**src/ulm_pkg.sv**
```systemverilog
// Shared constants, carriers and helpers of the line/modem control UART block
// Assumes one 100 MHz clock and the byte-offset register port of the main module
package ulm_pkg;

   // Register byte offsets
   localparam logic [4:0] ULM_OFF_DATA   = 5'h00;
   localparam logic [4:0] ULM_OFF_IER    = 5'h04;
   localparam logic [4:0] ULM_OFF_LCR    = 5'h0c;
   localparam logic [4:0] ULM_OFF_MCR    = 5'h10;
   localparam logic [4:0] ULM_OFF_LSR    = 5'h14;

   // Line format fields
   localparam int ULM_LCR_LEN  = 0;
   localparam int ULM_LCR_STOP = 2;
   localparam int ULM_LCR_PAR  = 3;
   localparam int ULM_LCR_EVEN = 4;
   localparam int ULM_LCR_BRK  = 6;
   localparam int ULM_LCR_WIN  = 7;
   // Modem control fields
   localparam int ULM_MCR_DTR  = 0;
   localparam int ULM_MCR_RTS  = 1;
   localparam int ULM_MCR_OUTA = 2;
   localparam int ULM_MCR_OUTB = 3;
   localparam int ULM_MCR_LOOP = 4;
   // Line status fields
   localparam int ULM_LSR_RDY  = 0;
   localparam int ULM_LSR_OE   = 1;
   localparam int ULM_LSR_PERR = 2;
   localparam int ULM_LSR_FE   = 3;
   localparam int ULM_LSR_BI   = 4;
   localparam int ULM_LSR_THRE = 5;
   localparam int ULM_LSR_TEMT = 6;

   // Reset values
   localparam logic [7:0]  ULM_LCR_RST = 8'h00;
   localparam logic [4:0]  ULM_MCR_RST = 5'h00;
   localparam logic [3:0]  ULM_IER_RST = 4'h0;
   localparam logic [15:0] ULM_DIV_RST = 16'h0000;

   // Oversampling timing, in 16x ticks
   localparam logic [5:0] ULM_TICKS_BIT    = 6'h10;
   localparam logic [5:0] ULM_TICKS_HALF   = 6'h08;
   localparam logic [5:0] ULM_TICKS_STOP1  = 6'h10;
   localparam logic [5:0] ULM_TICKS_STOP15 = 6'h18;
   localparam logic [5:0] ULM_TICKS_STOP2  = 6'h20;

   typedef struct packed {
      logic [1:0] char_len_sel;
      logic       two_stop;
      logic       parity_on;
      logic       even_parity_sel;
   } ulm_fmt_s;

   typedef struct packed {
      logic        wr;
      logic        rd;
      logic [4:0]  addr;
      logic [31:0] wdata;
   } ulm_bus_req_s;

   typedef enum logic [2:0] {
      ULM_PH_IDLE  = 3'b000,
      ULM_PH_START = 3'b001,
      ULM_PH_DATA  = 3'b010,
      ULM_PH_PAR   = 3'b011,
      ULM_PH_STOP  = 3'b100,
      ULM_PH_HOLD  = 3'b101
   } ulm_phase_e;

   // Index of the last data bit for a length code
   function automatic logic [2:0] ulm_last_bit(input logic [1:0] len);
      ulm_last_bit = 3'h4 + {1'b0, len};
   endfunction : ulm_last_bit

   // Parity bit that completes the chosen even or odd count of ones
   function automatic logic ulm_par_bit(input logic [7:0] data, input logic [1:0] len,
                                        input logic even);
      logic [7:0] mask;
      mask = 8'hff >> (2'h3 - len);
      ulm_par_bit = (^(data & mask)) ^ ~even;
   endfunction : ulm_par_bit

endpackage : ulm_pkg

```
**src/ulm_tx.sv**
```systemverilog
// Serial character transmitter driven by 16x ticks
// Assumes start is a one-cycle pulse given only while busy is low
`timescale 1ns/1ps
`default_nettype none
module ulm_tx
   import ulm_pkg::*;
(
   // Clock and reset
   input  wire logic       clk,
   input  wire logic       resetn,
   // Control
   input  wire logic       tick16,
   input  wire ulm_fmt_s   fmt,
   input  wire logic       start,
   input  wire logic [7:0] data,
   // Status and line
   output logic            busy,
   output logic            txd
);
   typedef struct packed {
      ulm_phase_e phase;
      logic [5:0] cnt;
      logic [2:0] idx;
      logic [7:0] shift;
      logic       par;
      logic       line;
   } ulm_tx_s;

   ulm_tx_s st, next_st;
   logic [5:0] stop_ticks;

   always_comb begin
      if (!fmt.two_stop) stop_ticks = ULM_TICKS_STOP1;
      else if (fmt.char_len_sel == 2'h0) stop_ticks = ULM_TICKS_STOP15;
      else stop_ticks = ULM_TICKS_STOP2;
      next_st = st;
      if (st.phase == ULM_PH_IDLE) begin
         next_st.line = 1'b1;
         if (start) begin
            next_st.shift = data;
            next_st.par   = ulm_par_bit(data, fmt.char_len_sel, fmt.even_parity_sel);
            next_st.phase = ULM_PH_START;
            next_st.cnt   = 6'h00;
            next_st.line  = 1'b0;
         end
      end else if (tick16) begin
         next_st.cnt = st.cnt + 6'h01;
         unique case (st.phase)
            ULM_PH_START: if (st.cnt == ULM_TICKS_BIT - 6'h01) begin
               next_st.phase = ULM_PH_DATA;
               next_st.cnt   = 6'h00;
               next_st.idx   = 3'h0;
               next_st.line  = st.shift[0];
            end
            ULM_PH_DATA: if (st.cnt == ULM_TICKS_BIT - 6'h01) begin
               next_st.cnt = 6'h00;
               if (st.idx == ulm_last_bit(fmt.char_len_sel)) begin
                  next_st.phase = fmt.parity_on ? ULM_PH_PAR : ULM_PH_STOP;
                  next_st.line  = fmt.parity_on ? st.par : 1'b1;
               end else begin
                  next_st.idx   = st.idx + 3'h1;
                  next_st.shift = st.shift >> 1;
                  next_st.line  = st.shift[1];
               end
            end
            ULM_PH_PAR: if (st.cnt == ULM_TICKS_BIT - 6'h01) begin
               next_st.phase = ULM_PH_STOP;
               next_st.cnt   = 6'h00;
               next_st.line  = 1'b1;
            end
            ULM_PH_STOP: if (st.cnt == stop_ticks - 6'h01) next_st.phase = ULM_PH_IDLE;
            default: next_st.phase = ULM_PH_IDLE;
         endcase
      end
   end

   always_ff @(posedge clk or negedge resetn) begin
      if (!resetn) st <= '{ULM_PH_IDLE, 6'h00, 3'h0, 8'h00, 1'b0, 1'b1};
      else st <= next_st;
   end

   assign busy = (st.phase != ULM_PH_IDLE);
   assign txd  = st.line;
endmodule : ulm_tx
`default_nettype wire

```
**src/ulm_rx.sv**
```systemverilog
// Serial character receiver sampling mid-bit on 16x ticks
// Assumes rxd is already synchronous to clk
`timescale 1ns/1ps
`default_nettype none
module ulm_rx
   import ulm_pkg::*;
(
   // Clock and reset
   input  wire logic       clk,
   input  wire logic       resetn,
   // Control and line
   input  wire logic       tick16,
   input  wire ulm_fmt_s   fmt,
   input  wire logic       rxd,
   // Received character, valid with done
   output logic            done,
   output logic [7:0]      data,
   output logic            parity_err,
   output logic            frame_err,
   output logic            break_seen
);
   typedef struct packed {
      ulm_phase_e phase;
      logic [5:0] cnt;
      logic [2:0] idx;
      logic [7:0] shift;
      logic       par;
      logic       done;
      logic       perr;
      logic       ferr;
      logic       brk;
   } ulm_rx_s;

   ulm_rx_s st, next_st;

   always_comb begin
      next_st      = st;
      next_st.done = 1'b0;
      if (st.phase == ULM_PH_IDLE) begin
         if (!rxd) begin
            next_st.phase = ULM_PH_START;
            next_st.cnt   = 6'h00;
         end
      end else if (st.phase == ULM_PH_HOLD) begin
         // Stop bit low (break or framing error): one character only, then wait for mark
         if (rxd) next_st.phase = ULM_PH_IDLE;
      end else if (tick16) begin
         next_st.cnt = st.cnt + 6'h01;
         unique case (st.phase)
            ULM_PH_START: if (st.cnt == ULM_TICKS_HALF - 6'h01) begin
               next_st.cnt   = 6'h00;
               next_st.idx   = 3'h0;
               next_st.shift = 8'h00;
               next_st.phase = rxd ? ULM_PH_IDLE : ULM_PH_DATA;
            end
            ULM_PH_DATA: if (st.cnt == ULM_TICKS_BIT - 6'h01) begin
               next_st.cnt = 6'h00;
               next_st.shift[st.idx] = rxd;
               if (st.idx == ulm_last_bit(fmt.char_len_sel)) begin
                  next_st.phase = fmt.parity_on ? ULM_PH_PAR : ULM_PH_STOP;
               end else begin
                  next_st.idx = st.idx + 3'h1;
               end
            end
            ULM_PH_PAR: if (st.cnt == ULM_TICKS_BIT - 6'h01) begin
               next_st.cnt   = 6'h00;
               next_st.par   = rxd;
               next_st.phase = ULM_PH_STOP;
            end
            ULM_PH_STOP: if (st.cnt == ULM_TICKS_BIT - 6'h01) begin
               next_st.done  = 1'b1;
               next_st.perr  = fmt.parity_on && (st.par != ulm_par_bit(st.shift,
                               fmt.char_len_sel, fmt.even_parity_sel));
               next_st.ferr  = !rxd;
               next_st.brk   = !rxd && (st.shift == 8'h00) && !(fmt.parity_on && st.par);
               next_st.phase = rxd ? ULM_PH_IDLE : ULM_PH_HOLD;
            end
            default: next_st.phase = ULM_PH_IDLE;
         endcase
      end
   end

   always_ff @(posedge clk or negedge resetn) begin
      if (!resetn) st <= '{ULM_PH_IDLE, 6'h00, 3'h0, 8'h00, 1'b0, 1'b0, 1'b0, 1'b0, 1'b0};
      else st <= next_st;
   end

   assign done       = st.done;
   assign data       = st.shift;
   assign parity_err = st.perr;
   assign frame_err  = st.ferr;
   assign break_seen = st.brk;
endmodule : ulm_rx
`default_nettype wire

```
**src/ulm_line_modem_ctrl.sv**
```systemverilog
// Line format, modem control, divisor window, loopback and line status of the UART
// Assumes a synchronous register port with one-cycle read and write strobes
`timescale 1ns/1ps
`default_nettype none
module ulm_line_modem_ctrl
   import ulm_pkg::*;
(
   // Clock and reset
   input  wire logic          clk,
   input  wire logic          resetn,
   // Register port
   input  wire ulm_bus_req_s  bus_req,
   output logic [31:0]        reg_rdata,
   // Serial lines
   input  wire logic          serial_in,
   output logic               serial_out,
   // Modem control pins
   output logic               terminal_ready_n,
   output logic               request_to_send_n,
   output logic               user_pin_a_n,
   output logic               user_pin_b_n
);

   typedef struct packed {
      logic [7:0]  line_format_reg;
      logic [4:0]  modem_output_ctrl;
      logic [3:0]  irq_enable;
      logic [7:0]  divisor_low_byte;
      logic [7:0]  divisor_high_byte;
      logic [7:0]  tx_holding_reg;
      logic        tx_hold_full;
      logic        tx_start;
      logic [7:0]  rx_holding_reg;
      logic        rx_char_waiting;
      logic        rx_overrun;
      logic        rx_parity_fault;
      logic        rx_frame_fault;
      logic        rx_break;
      logic [15:0] baud_cnt;
      logic        tick16;
      logic [31:0] rdata;
      logic        sout;
      logic [3:0]  modem_pins_n;
   } ulm_state_s;

   ulm_state_s st;
   ulm_state_s next_st;

   ulm_fmt_s    fmt;
   logic        tx_busy;
   logic        tx_line;
   logic        rx_in;
   logic        rx_done;
   logic [7:0]  rx_data;
   logic        rx_perr;
   logic        rx_ferr;
   logic        rx_brk;
   logic [15:0] divisor;
   logic        loop_on;
   logic        break_on;
   logic        window_on;
   logic        looped_line;
   logic        wr_data_off;
   logic        rd_data_off;
   logic        wr_ier_off;
   logic        rd_lsr;
   logic [7:0]  lsr_view;

   // Format fields seen by both shifters
   always_comb begin
      fmt.char_len_sel    = st.line_format_reg[ULM_LCR_LEN +: 2];
      fmt.two_stop        = st.line_format_reg[ULM_LCR_STOP];
      fmt.parity_on       = st.line_format_reg[ULM_LCR_PAR];
      fmt.even_parity_sel = st.line_format_reg[ULM_LCR_EVEN];
   end

   assign divisor   = {st.divisor_high_byte, st.divisor_low_byte};
   assign loop_on   = st.modem_output_ctrl[ULM_MCR_LOOP];
   assign break_on  = st.line_format_reg[ULM_LCR_BRK];
   assign window_on = st.line_format_reg[ULM_LCR_WIN];

   // Loopback path carries both data and break to the receiver
   assign looped_line = break_on ? 1'b0 : tx_line;
   assign rx_in       = loop_on ? looped_line : serial_in;

   // Offset decode; window steers the two lowest offsets
   assign wr_data_off = bus_req.wr && (bus_req.addr == ULM_OFF_DATA) && !window_on;
   assign rd_data_off = bus_req.rd && (bus_req.addr == ULM_OFF_DATA) && !window_on;
   assign wr_ier_off  = bus_req.wr && (bus_req.addr == ULM_OFF_IER) && !window_on;
   assign rd_lsr      = bus_req.rd && (bus_req.addr == ULM_OFF_LSR);

   always_comb begin
      lsr_view                = 8'h00;
      lsr_view[ULM_LSR_RDY]   = st.rx_char_waiting;
      lsr_view[ULM_LSR_OE]    = st.rx_overrun;
      lsr_view[ULM_LSR_PERR]  = st.rx_parity_fault;
      lsr_view[ULM_LSR_FE]    = st.rx_frame_fault;
      lsr_view[ULM_LSR_BI]    = st.rx_break;
      lsr_view[ULM_LSR_THRE]  = !st.tx_hold_full;
      lsr_view[ULM_LSR_TEMT]  = !st.tx_hold_full && !tx_busy && !st.tx_start;
   end

   always_comb begin
      next_st = st;

      // 16x tick: one pulse every divisor clocks, none while divisor is zero
      next_st.tick16 = 1'b0;
      if (divisor == 16'h0000) begin
         next_st.baud_cnt = 16'h0000;
      end else if (st.baud_cnt >= divisor - 16'h0001) begin
         next_st.baud_cnt = 16'h0000;
         next_st.tick16   = 1'b1;
      end else begin
         next_st.baud_cnt = st.baud_cnt + 16'h0001;
      end

      // Register writes
      if (bus_req.wr) begin
         unique case (bus_req.addr)
            ULM_OFF_DATA: begin
               if (window_on) next_st.divisor_low_byte = bus_req.wdata[7:0];
            end
            ULM_OFF_IER: begin
               if (window_on) next_st.divisor_high_byte = bus_req.wdata[7:0];
            end
            ULM_OFF_LCR: next_st.line_format_reg = bus_req.wdata[7:0];
            ULM_OFF_MCR: next_st.modem_output_ctrl = bus_req.wdata[4:0];
            default: ;
         endcase
      end
      if (wr_ier_off) next_st.irq_enable = bus_req.wdata[3:0];

      // Transmit holding: accept a character, hand it to the shifter when idle
      next_st.tx_start = 1'b0;
      if (st.tx_hold_full && !tx_busy && !st.tx_start) begin
         next_st.tx_start     = 1'b1;
         next_st.tx_hold_full = 1'b0;
      end
      if (wr_data_off) begin
         next_st.tx_holding_reg = bus_req.wdata[7:0];
         next_st.tx_hold_full   = 1'b1;
      end

      // Clears from reads first, so a same-cycle event wins
      if (rd_data_off) next_st.rx_char_waiting = 1'b0;
      if (rd_lsr) begin
         next_st.rx_overrun      = 1'b0;
         next_st.rx_parity_fault = 1'b0;
         next_st.rx_frame_fault  = 1'b0;
         next_st.rx_break        = 1'b0;
      end

      // Received character, same in loopback and normal mode
      if (rx_done) begin
         next_st.rx_holding_reg  = rx_data;
         next_st.rx_char_waiting = 1'b1;
         if (st.rx_char_waiting && !rd_data_off) next_st.rx_overrun = 1'b1;
         if (rx_perr) next_st.rx_parity_fault = 1'b1;
         if (rx_ferr) next_st.rx_frame_fault = 1'b1;
         if (rx_brk) next_st.rx_break = 1'b1;
      end

      // Read data, registered; unmapped offsets read zero
      if (bus_req.rd) begin
         next_st.rdata = 32'h0000_0000;
         unique case (bus_req.addr)
            ULM_OFF_DATA: begin
               next_st.rdata[7:0] = window_on ? st.divisor_low_byte : st.rx_holding_reg;
            end
            ULM_OFF_IER: begin
               next_st.rdata[7:0] = window_on ? st.divisor_high_byte
                                              : {4'h0, st.irq_enable};
            end
            ULM_OFF_LCR: next_st.rdata[7:0] = st.line_format_reg;
            ULM_OFF_MCR: next_st.rdata[4:0] = st.modem_output_ctrl;
            ULM_OFF_LSR: next_st.rdata[7:0] = lsr_view;
            default: next_st.rdata = 32'h0000_0000;
         endcase
      end

      // External transmit line
      if (loop_on) next_st.sout = 1'b1;
      else if (break_on) next_st.sout = 1'b0;
      else next_st.sout = tx_line;

      // Modem pins are active low
      next_st.modem_pins_n = ~st.modem_output_ctrl[ULM_MCR_OUTB:ULM_MCR_DTR];
   end

   always_ff @(posedge clk or negedge resetn) begin
      if (!resetn) begin
         st                   <= '0;
         st.line_format_reg   <= ULM_LCR_RST;
         st.modem_output_ctrl <= ULM_MCR_RST;
         st.irq_enable        <= ULM_IER_RST;
         st.divisor_low_byte  <= ULM_DIV_RST[7:0];
         st.divisor_high_byte <= ULM_DIV_RST[15:8];
         st.sout              <= 1'b1;
         st.modem_pins_n      <= 4'hf;
      end else begin
         st <= next_st;
      end
   end

   ulm_tx u_tx (
      .clk    (clk),
      .resetn (resetn),
      .tick16 (st.tick16),
      .fmt    (fmt),
      .start  (st.tx_start),
      .data   (st.tx_holding_reg),
      .busy   (tx_busy),
      .txd    (tx_line)
   );

   ulm_rx u_rx (
      .clk        (clk),
      .resetn     (resetn),
      .tick16     (st.tick16),
      .fmt        (fmt),
      .rxd        (rx_in),
      .done       (rx_done),
      .data       (rx_data),
      .parity_err (rx_perr),
      .frame_err  (rx_ferr),
      .break_seen (rx_brk)
   );

   assign reg_rdata         = st.rdata;
   assign serial_out        = st.sout;
   assign terminal_ready_n  = st.modem_pins_n[ULM_MCR_DTR];
   assign request_to_send_n = st.modem_pins_n[ULM_MCR_RTS];
   assign user_pin_a_n      = st.modem_pins_n[ULM_MCR_OUTA];
   assign user_pin_b_n      = st.modem_pins_n[ULM_MCR_OUTB];

endmodule : ulm_line_modem_ctrl
`default_nettype wire

```
**config.mk**
```make
export PLATFORM = sky130hd
export DESIGN_NAME = ulm_line_modem_ctrl
export DESIGN_NICKNAME = d
export VERILOG_FILES = /design/src/ulm_pkg.sv /design/src/ulm_tx.sv /design/src/ulm_rx.sv /design/src/ulm_line_modem_ctrl.sv
export SDC_FILE = /design/constraint.sdc
export NUM_CORES = 1
export LEC_CHECK = 0
export ABC_AREA = 0
export BUFFER_PORTS_ARGS = -buffer_cell sky130_fd_sc_hd__buf_2
export CORE_ASPECT_RATIO = 1.25
export CORE_MARGIN = 2
export CORE_UTILIZATION = 43
export CTS_CLUSTER_DIAMETER = 100
export DETAILED_ROUTE_END_ITERATION = 7
export SETUP_SLACK_MARGIN = 0.05
export SYNTH_ARGS = -nofsm -noshare
export SYNTH_HDL_FRONTEND = slang
export SYNTH_SLANG_ARGS = --single-unit
export TNS_END_PERCENT = 1
```
**constraint.sdc**
```tcl
create_clock -name clk -period 6.7 [get_ports clk]
set_clock_uncertainty 0.1 [all_clocks]
set_input_delay 1.005 -clock clk [delete_from_list [all_inputs] [get_ports clk]]
set_output_delay 1.005 -clock clk [all_outputs]
set_load 0.01 [all_outputs]
```
==> results of run 1 <==
-- layer usage --
metal  GRT usage  up-vias  routed length (um)  part of all wire
li1            -     2663                   -                 -
met1       0.250     2757                7430              0.43
met2       0.319      146                8580              0.50
met3      0.0460       33                 686             0.040
met4      0.0764        0                 426             0.025
met5           0        -                   0                 0
-- per-stage QoR --
stage	cells	setup WS, ps	power (uW)	instance area (sq um)
floorplan	780	3780	1470	7600
global placement	974	3570	1590	7680
detailed placement	974	3460	1600	7680
CTS	1006	3420	2560	8280
global route	1006	2990	2680	8280
finish	1006	3460	2540	8280
-- logic make-up after synthesis --
logic type | synth area share
AND/OR/NAND/NOR | 0.150
XOR/XNOR | 0.0595
multiplexers | 0.101
buffers and inverters | 0.0665
adder cells (fa/ha/maj) | 0.0413
other | 0.000499
AO/OA/AOI/OAI | 0.137
flip-flops | 0.444
-- layout make-up --
class                   count  share of cell area
multi-input cells         549               0.455
inverters                  37              0.0168
flip-flops and latches    133               0.403
well taps                 224              0.0339
repair buffers             31              0.0198
clock buffers              18              0.0519
clock inverters            14              0.0198
-- power by group --
part | switching [uW] | internal [uW]
Sequential | 139 | 911
Clock | 384 | 558
Combinational | 301 | 248
Total | 824 | 1720
-- state kept, by name (all words and copies together) (netlist names) --
name / count
u_rx.done: 1
reg_rdata: 8
user_pin_b_n: 1
loop_on: 1
u_rx.frame_err: 1
lsr_view: 5
u_tx.st: 21
serial_out: 1
u_rx.break_seen: 1
u_rx.st: 13
divisor: 16
st: 45
fmt: 5
u_tx.txd: 1
u_rx.parity_err: 1
user_pin_a_n: 1
terminal_ready_n: 1
break_on: 1
request_to_send_n: 1
u_rx.data: 8
-- path summary, 6_finish.rpt --
kind                                      to  slack, ps  cells past startpoint
worst max-delay path                  st[42]       3460                     12
worst min-delay path            user_pin_a_n        300                      1
worst max register to register        st[42]       3460                     12
worst min register to register  user_pin_a_n        300                      1
max in group asynchronous          u_rx.done       4680                      2
min in group asynchronous             st[47]        430                      1
-- synthesized netlist by cell type, drive strengths merged, types with 7 or more instances --
library cell / count / share of area
a221o: 7 / 0.0093
o22ai: 10 / 0.0083
a31oi: 10 / 0.0083
ha: 24 / 0.040
dfrtp: 127 / 0.42
a21o: 9 / 0.0090
nor2b: 9 / 0.0075
clkbuf: 23 / 0.011
and3: 14 / 0.012
nand3: 17 / 0.011
inv: 37 / 0.018
o21ai: 53 / 0.037
nor2: 60 / 0.030
a21oi: 28 / 0.019
xnor2: 34 / 0.040
xor2: 17 / 0.020
nor3: 15 / 0.012
nand4: 17 / 0.014
nand2: 62 / 0.031
o31ai: 8 / 0.0080
mux2: 54 / 0.081
buf: 38 / 0.036
-- worst reg2reg max path, stage by stage, from the launching register on --
cell,delay [ps]
dfrtp_1,440
nor3_1,310
nor3b_1,430
nand2_1,190
nor3_1,260
xnor2_1,150
ha_1,270
a21o_1,190
a21o_1,160
a21oi_1,170
o31a_1,210
o21ai_4,150
nor2_1,150
==> metrics.txt, run 1 <==
H-tree levels 4; Hold WS 297 ps; via count 5599; TritonCTS clock tree built; pin count of the biggest net entering global routing 79; Worst Path Buf+Inv 0; Top delay family on crit path simple AND/OR/NAND/NOR gates; period utilization 0.484; CTS sink count 133; CTS buffer count 17; DRT Pass-1 Iters 5; DIE AREA approximately 19000 sq um; Mapped Cells 757; most frequent cells in the layout dfrtp_1, nand2_1, nor2_1; ANT nets after route 0; Post-CTS Setup Inserts 0; Worst path slowest cell dfrtp_1; routability congestion estimate 0.850; min Tclk post-route 3240 ps; Least-Margin Pin Slew ~990 ps; Util after Layout 0.478; Rows 54; outcome finished clean; critical path class reg2reg; sequential share of the synthesized area 0.444; Worst Setup SP divisor[2]; VDD IR max about 190 uV; layout cell share with drive strength beyond 1 0.178; R2R Path Start divisor[2]; Worst-path clk slew 70 ps; number of global-route vias before repair 5485; Skew-Pair Late Insertion Delay about 430 ps; crit path cell chain nor3_1 -> nor3b_1 -> nand2_1 -> nor3_1 -> xnor2_1 -> ha_1 -> a21o_1 -> a21o_1 -> a21oi_1 -> o31a_1 -> o21ai_4 -> nor2_1; Fillers 1624; Worst setup SP type flop; starting DRC count in detailed routing 429; worst path required time 6950 ps; CTS Hold Bufs 0; synth-to-layout area growth 10.2%; clk buf depth 2; dpl hpwl 12300 um; post-DR vias/cell 5.57; WP data arrival 3490 ps; drt drc 0; Leak 0.00374 uW; Die X 122 um; hold wc startpoint st[99]; Post-Route WL between 15000 and 20000 um; #FFs+latches synth around 130; CP max FO 16; Cell Area, Synth 7510 sq um; net count reported at finish around 840; PostCTS Resize Cnt 0; starting density of the core 0.434; DR WL/cell about 17 um; Post-synth EDFFs 0; Fin. Hold Viols 0; maxcap violations 0; Yosys warning count 0; unrepaired setup endpoints after global routing false; area of the multi-input gates 3760 sq um; core footprint 17300 sq um; critical path endpoint category flop; count of final setup violators 0; Pwr Density 307 nW/um^2; asr flop ratio synth 1.00; GR Overflow Total 0; FF+latch area between 3000 and 4000 sq um; total track usage 0.195; most common cell after layout, fill and taps aside dfrtp_1; fmax 309 MHz; relative slew slack 0.343; Port-buffer cells 30; first-pass GRT wire length 28100 um; Primary FF master, synth dfrtp_1; initial antenna violation count 0; n_diodes 0; Root Driver clkbuf_16; Max stage delay on crit path 440 ps; synth unique cells 64; Avg Synthesized Cell Area 9.92 sq um; Min-Delay Path Class reg2reg; Die H 152 um; Setup TNS Final 0 ps; Slew Viols, Final 0; Ports 79
Power figures use the tool's default switching activity.
==> run 2: changes to the inputs <==
==> constraint.sdc (replaced) <==
create_clock -name clk -period 2.9 [get_ports clk]
set_clock_uncertainty 0.1 [all_clocks]
set_input_delay 0.435 -clock clk [delete_from_list [all_inputs] [get_ports clk]]
set_output_delay 0.435 -clock clk [all_outputs]
set_load 0.01 [all_outputs]
==> metrics.txt, run 2 (synthesis gave the netlist of run 1 again) <==
n_diodes 0 (unchanged); outcome finished clean; initial antenna violation count 0 (unchanged); WP data arrival 3030 ps (-460 ps); Root Driver clkbuf_16; Slew Viols, Final 0 (unchanged); core footprint 17300 sq um (unchanged); Rows 54 (unchanged); starting DRC count in detailed routing 424 (-1.2%); Max stage delay on crit path 570 ps (+130 ps); TritonCTS clock tree built; Top delay family on crit path simple AND/OR/NAND/NOR gates; critical path endpoint category flop; Reg with most FFs st; Worst Path Buf+Inv 1 (+1); routability congestion estimate 0.864 (+1.6%); Worst setup SP type flop; Util after Layout 0.494 (+0.0156); min Tclk post-route 2820 ps (-418 ps); total track usage 0.197 (+0.00178); drt drc 0 (unchanged); Reg2Reg Setup Slack 80 ps (-3380 ps); VDD IR max 331 uV (+76%); net count reported at finish 863 (+3.4%); Logic pwr share 0.237 (+0.021); period utilization 0.973 (+0.490); WP depth 10 (-2); clock group share of total power 0.359 (-0.012); Internal 3990 uW (+130%); Fin. Hold Viols 0 (unchanged); Die X 122 um (unchanged); Least-Margin Pin Slew 701 ps (-284 ps); number of global-route vias before repair 5619 (+2.4%); Worst path slowest cell or4_4; Post-Place Cells 999 (+2.6%); CTS buffer count 17 (unchanged); most frequent cells in the layout dfrtp_1, nand2_1, nor2_1; Port-buffer cells 30 (unchanged); Sw Ratio 0.330 (+0.00511); most common cell after layout, fill and taps aside dfrtp_1; post-DR vias/cell 5.49 (-1.4%); Leak 0.00392 uW (+4.7%); Setup TNS Final 0 ps (unchanged); worst path required time 3100 ps (-3850 ps); R2R Path Start divisor[8]; via count 5672 (+1.3%); Tot Pwr 5950 uW (+130%); Post-Route WL 17500 um (+2.0%); unrepaired setup endpoints after global routing true; reg2reg path depth 10 (-2); ANT nets after route 0 (unchanged); H-tree levels 4 (unchanged); Hold Path Stages 2 (+1); dpl hpwl 12700 um (+3.4%); DIE AREA 18500 sq um (unchanged); synth-to-layout area growth 13.8%; first-pass GRT wire length 28400 um (+1.3%); Sw Pwr 1960 uW (+140%); Die H 152 um (unchanged); Post-DP Area 7900 sq um (+2.8%); maxcap violations 0 (unchanged); clk buf depth 2 (unchanged); CTS sink count 133 (unchanged); DRT Pass-1 Iters 5 (unchanged); fmax 354 MHz (+15%); starting density of the core 0.434 (unchanged); final cell count without fillers 1034 (+2.8%); layout cell share with drive strength beyond 1 0.216 (+0.0383); pin count of the biggest net entering global routing 74 (-6.3%); count of final setup violators 0 (unchanged); relative slew slack 0.532 (+0.189); Ports 79 (unchanged); Pwr Density 696 nW/um^2 (+130%); GR Overflow Total 0 (unchanged); Seq pwr share 0.403 (-0.010); CP max FO 16 (unchanged); Worst-path clk slew 70 ps (about the same); Setup crit end st[38]; DR WL/cell 16.9 um (-0.72%); Skew-Pair Late Insertion Delay 430 ps (about the same); fin area 8550 sq um (+3.3%); reg2reg end st[38]; Worst Setup SP divisor[8]; max reg flops 45 (unchanged); Min-Delay Path Class in2reg; most frequent cell on the critical path or4_4; crit path cell chain or4_4 -> or4_4 -> nor2_4 -> xnor2_1 -> ha_1 -> nand4_1 -> a21o_1 -> o21ai_4 -> buf_12 -> nor2_1; critical path class reg2reg
-- run 2: timing repair --
item | CTS | global route
hold endpoints to repair | 66 | 0
setup buffers | 0 | 2
pin swaps | 0 | 3
endpoints found under the setup margin | 16 | 17
resized for setup | 1 | 7
hold buffers | 1 | 0
-- run 2: worst min-delay path by stage --
stage,startpoint,to
3_5_place_dp,st[100],user_pin_b_n
5_1_grt,bus_req[6],divisor[14]
2_1_floorplan,resetn,break_on
6_report,bus_req[7],st[76]
4_1_cts,bus_req[7],st[76]
3_3_place_gp,st[100],user_pin_b_n
-- run 2: power by group through the flow --
stage / sequential (uW) / clock [uW] / combinational [uW]
after floorplan: 2290 / 0 / 1100
after global placement: 2420 / 0 / 1370
after detailed placement: 2430 / 0 / 1400
after CTS: 2390 / 2170 / 1410
after global routing: 2440 / 2270 / 1580
final: 2400 / 2140 / 1410
-- run 2: area by class of cell --
class | count | area [sq um]
tap | 224 | 280
sequential | 133 | 3340
clock buffer | 17 | 425
clock inverter | 15 | 159
timing repair buffer | 59 | 402
fill | 1624 | 8750
inverter | 37 | 139
multi-input combinational | 549 | 3800
-- run 2: per-layer routing --
layer	up-vias	part of all wire	GRT usage	wire length, um
met5	-	0	0	0
met4	0	0.027	0.0799	474
met3	33	0.028	0.0363	487
met2	120	0.50	0.326	8790
met1	2798	0.44	0.254	7720
li1	2721	-	-	-
-- run 2: metrics by stage --
stage               hold WS [ps]  setup WS (ps)
floorplan                   39.4            100
global placement             290           94.4
detailed placement           301           20.2
CTS                          229           51.3
global route                 246          -96.1
finish                       239           77.1
-- run 2: worst reg2reg max path: stages (launching register included) --
cell and delay (ps):
dfrtp_1 380, or4_4 570, or4_4 470, nor2_4 100, xnor2_1 80, ha_1 330, nand4_1 110, a21o_1 200
o21ai_4 170, buf_12 150, nor2_1 50
==> run 3: changes to the inputs <==
--- a/config.mk
+++ b/config.mk
@@ -12,6 +12,7 @@
 export CORE_UTILIZATION = 43
 export CTS_CLUSTER_DIAMETER = 100
 export DETAILED_ROUTE_END_ITERATION = 7
+export RECOVER_POWER = 100
 export SETUP_SLACK_MARGIN = 0.05
 export SYNTH_ARGS = -nofsm -noshare
 export SYNTH_HDL_FRONTEND = slang
==> metrics.txt, run 3 (synthesis gave the netlist of run 1 again) <==
outcome complete, but fails checks; failing checks max-capacitance violations, max-slew violations; min Tclk post-route 2820 ps (+0.410 ps); Pwr Density 699 nW/um^2 (+0.42%); reg2reg end st[38]; Setup TNS Final 0 ps (unchanged); CTS buffer count 17 (unchanged); Worst-path clk slew 70 ps (about the same); Reg with most FFs st; synth-to-layout area growth 12.8%; crit path cell chain or4_4 -> or4_4 -> nor2_4 -> xnor2_1 -> ha_1 -> nand4_1 -> a21o_1 -> o21ai_4 -> buf_12 -> nor2_1; core footprint 17300 sq um (unchanged); Reg2Reg Setup Slack 80 ps (about the same); Worst Setup SP divisor[8]; Fillers 1644 (+1.2%); Hold WS 244 ps (+4.42 ps); most frequent cells in the layout dfrtp_1, nand2_1, nor2_1; H-tree levels 4 (unchanged); Worst path slowest cell or4_4; Post-Route WL 17400 um (-0.31%); layout cell share with drive strength beyond 1 0.188 (-0.0284); clk buf depth 2 (unchanged); GR Overflow Total 0 (unchanged); n_diodes 0 (unchanged); routability congestion estimate 0.864 (unchanged); Ports 79 (unchanged); Port-buffer cells 30 (unchanged); Post-Place Cells 999 (unchanged); fmax 354 MHz (about the same); worst path required time 3100 ps (about the same); drt drc 0 (unchanged); most frequent cell on the critical path or4_4; first-pass GRT wire length 28400 um (unchanged); Root Driver clkbuf_16; Die H 152 um (unchanged); period utilization 0.974 (about the same); max reg flops 45 (unchanged); unrepaired setup endpoints after global routing true; Rows 54 (unchanged); via count 5662 (-0.18%); post-DR vias/cell 5.48 (-0.18%); ANT nets after route 0 (unchanged); Post-DP Area 7900 sq um (unchanged); CTS sink count 133 (unchanged); DRT Pass-1 Iters 5 (unchanged); final cell count without fillers 1034 (unchanged); dpl hpwl 12700 um (unchanged); Min-Delay Path Class in2reg; Leak 0.00383 uW (-2.3%); reg2reg path depth 10 (unchanged); Setup crit end st[38]; DR WL/cell 16.8 um (-0.31%); Least-Margin Pin Slew 1830 ps (+1130 ps); total track usage 0.197 (unchanged); net count reported at finish 863 (unchanged); WP data arrival 3030 ps (about the same); hold wc startpoint bus_req[7]; Max stage delay on crit path 570 ps (about the same); critical path class reg2reg; most common cell after layout, fill and taps aside dfrtp_1; initial antenna violation count 0 (unchanged); Util after Layout 0.490 (-0.00427); number of global-route vias before repair 5619 (unchanged); fin area 8470 sq um (-0.86%); relative slew slack -0.220 (-0.752); Worst setup SP type flop; TritonCTS clock tree built; DIE AREA 18500 sq um (unchanged); starting density of the core 0.434 (unchanged); starting DRC count in detailed routing 447 (+5.4%); critical path endpoint category flop; Fin. Hold Viols 0 (unchanged); Die X 122 um (unchanged); maxcap violations 1 (+1); Slew Viols, Final 74 (+74); count of final setup violators 0 (unchanged); Skew-Pair Late Insertion Delay 430 ps (about the same); R2R Path Start divisor[8]; CP max FO 16 (unchanged); pin count of the biggest net entering global routing 74 (unchanged); VDD IR max 330 uV (-0.52%)
## run 3: changes by cell type in the layout (fill, tap and decap cells not counted), moves of 2 or more
cell	before	now
clkbuf_1	0	19
buf_2	29	15
buf_4	26	21
and2_0	2	5
and2_1	4	1
nor3_1	9	11
nor3_2	6	4
## run 3: area by class of cell
type                    instances  area (sq um)  area share
clock buffers                  17           425      0.0502
clock inverters                15           159      0.0188
inverters                      37           139      0.0164
multi-input cells             549          3790       0.447
flip-flops and latches        133          3340       0.394
well taps                     224           280      0.0331
repair buffers                 59           347      0.0409
## run 3: metal layers
layer  global-route usage  vias up  wire length, um
met5                    0        -                0
met4               0.0799        0              453
met3               0.0363       28              570
met2                0.326      135             8870
met1                0.254     2777             7530
li1                     -     2722                -
## run 3: report_power, final
group	internal, uW	switching (uW)	total (uW)
sequential	2110	291	2400
clock	1220	912	2130
combinational	644	746	1390
total	3970	1950	5920
## run 3: what timing repair did
item                                    CTS  global route
setup buffers                             0             2
resized for setup                         1             7
endpoints found under the setup margin   16            17
pin swaps                                 0             3
hold buffers                              1             0
endpoints found under the hold margin    66             0
## run 3: how the worst min path moves through the flow
| stage | to | slack [ps] | cells after the start |
|---|---|---|---|
| after global placement | user_pin_b_n | 290 | 1 |
| after global routing | divisor[14] | 250 | 2 |
| final | st[76] | 240 | 2 |
| after CTS | st[76] | 230 | 2 |
| after detailed placement | user_pin_b_n | 300 | 1 |
| after floorplan | break_on | 40 | 0 |
## run 3: per-stage QoR
| step | total power [uW] | setup slack [ps] |
|---|---|---|
| floorplan | 3390 | 100 |
| detailed placement | 3820 | 20.2 |
| finish | 5920 | 76.7 |
| CTS | 5980 | 51.3 |
| global placement | 3780 | 94.4 |
| global route | 6270 | -96.1 |
## run 3: worst max-delay path, delay by kind of cell (launching register included)
| family | cells | cell delay (ps) |
|---|---|---|
| adder cells (fa/ha/maj) | 1 | 330 |
| AO/OA/AOI/OAI | 2 | 370 |
| XOR/XNOR | 1 | 80 |
| buffers and inverters | 1 | 150 |
| AND/OR/NAND/NOR | 5 | 1300 |
| flip-flops | 1 | 380 |
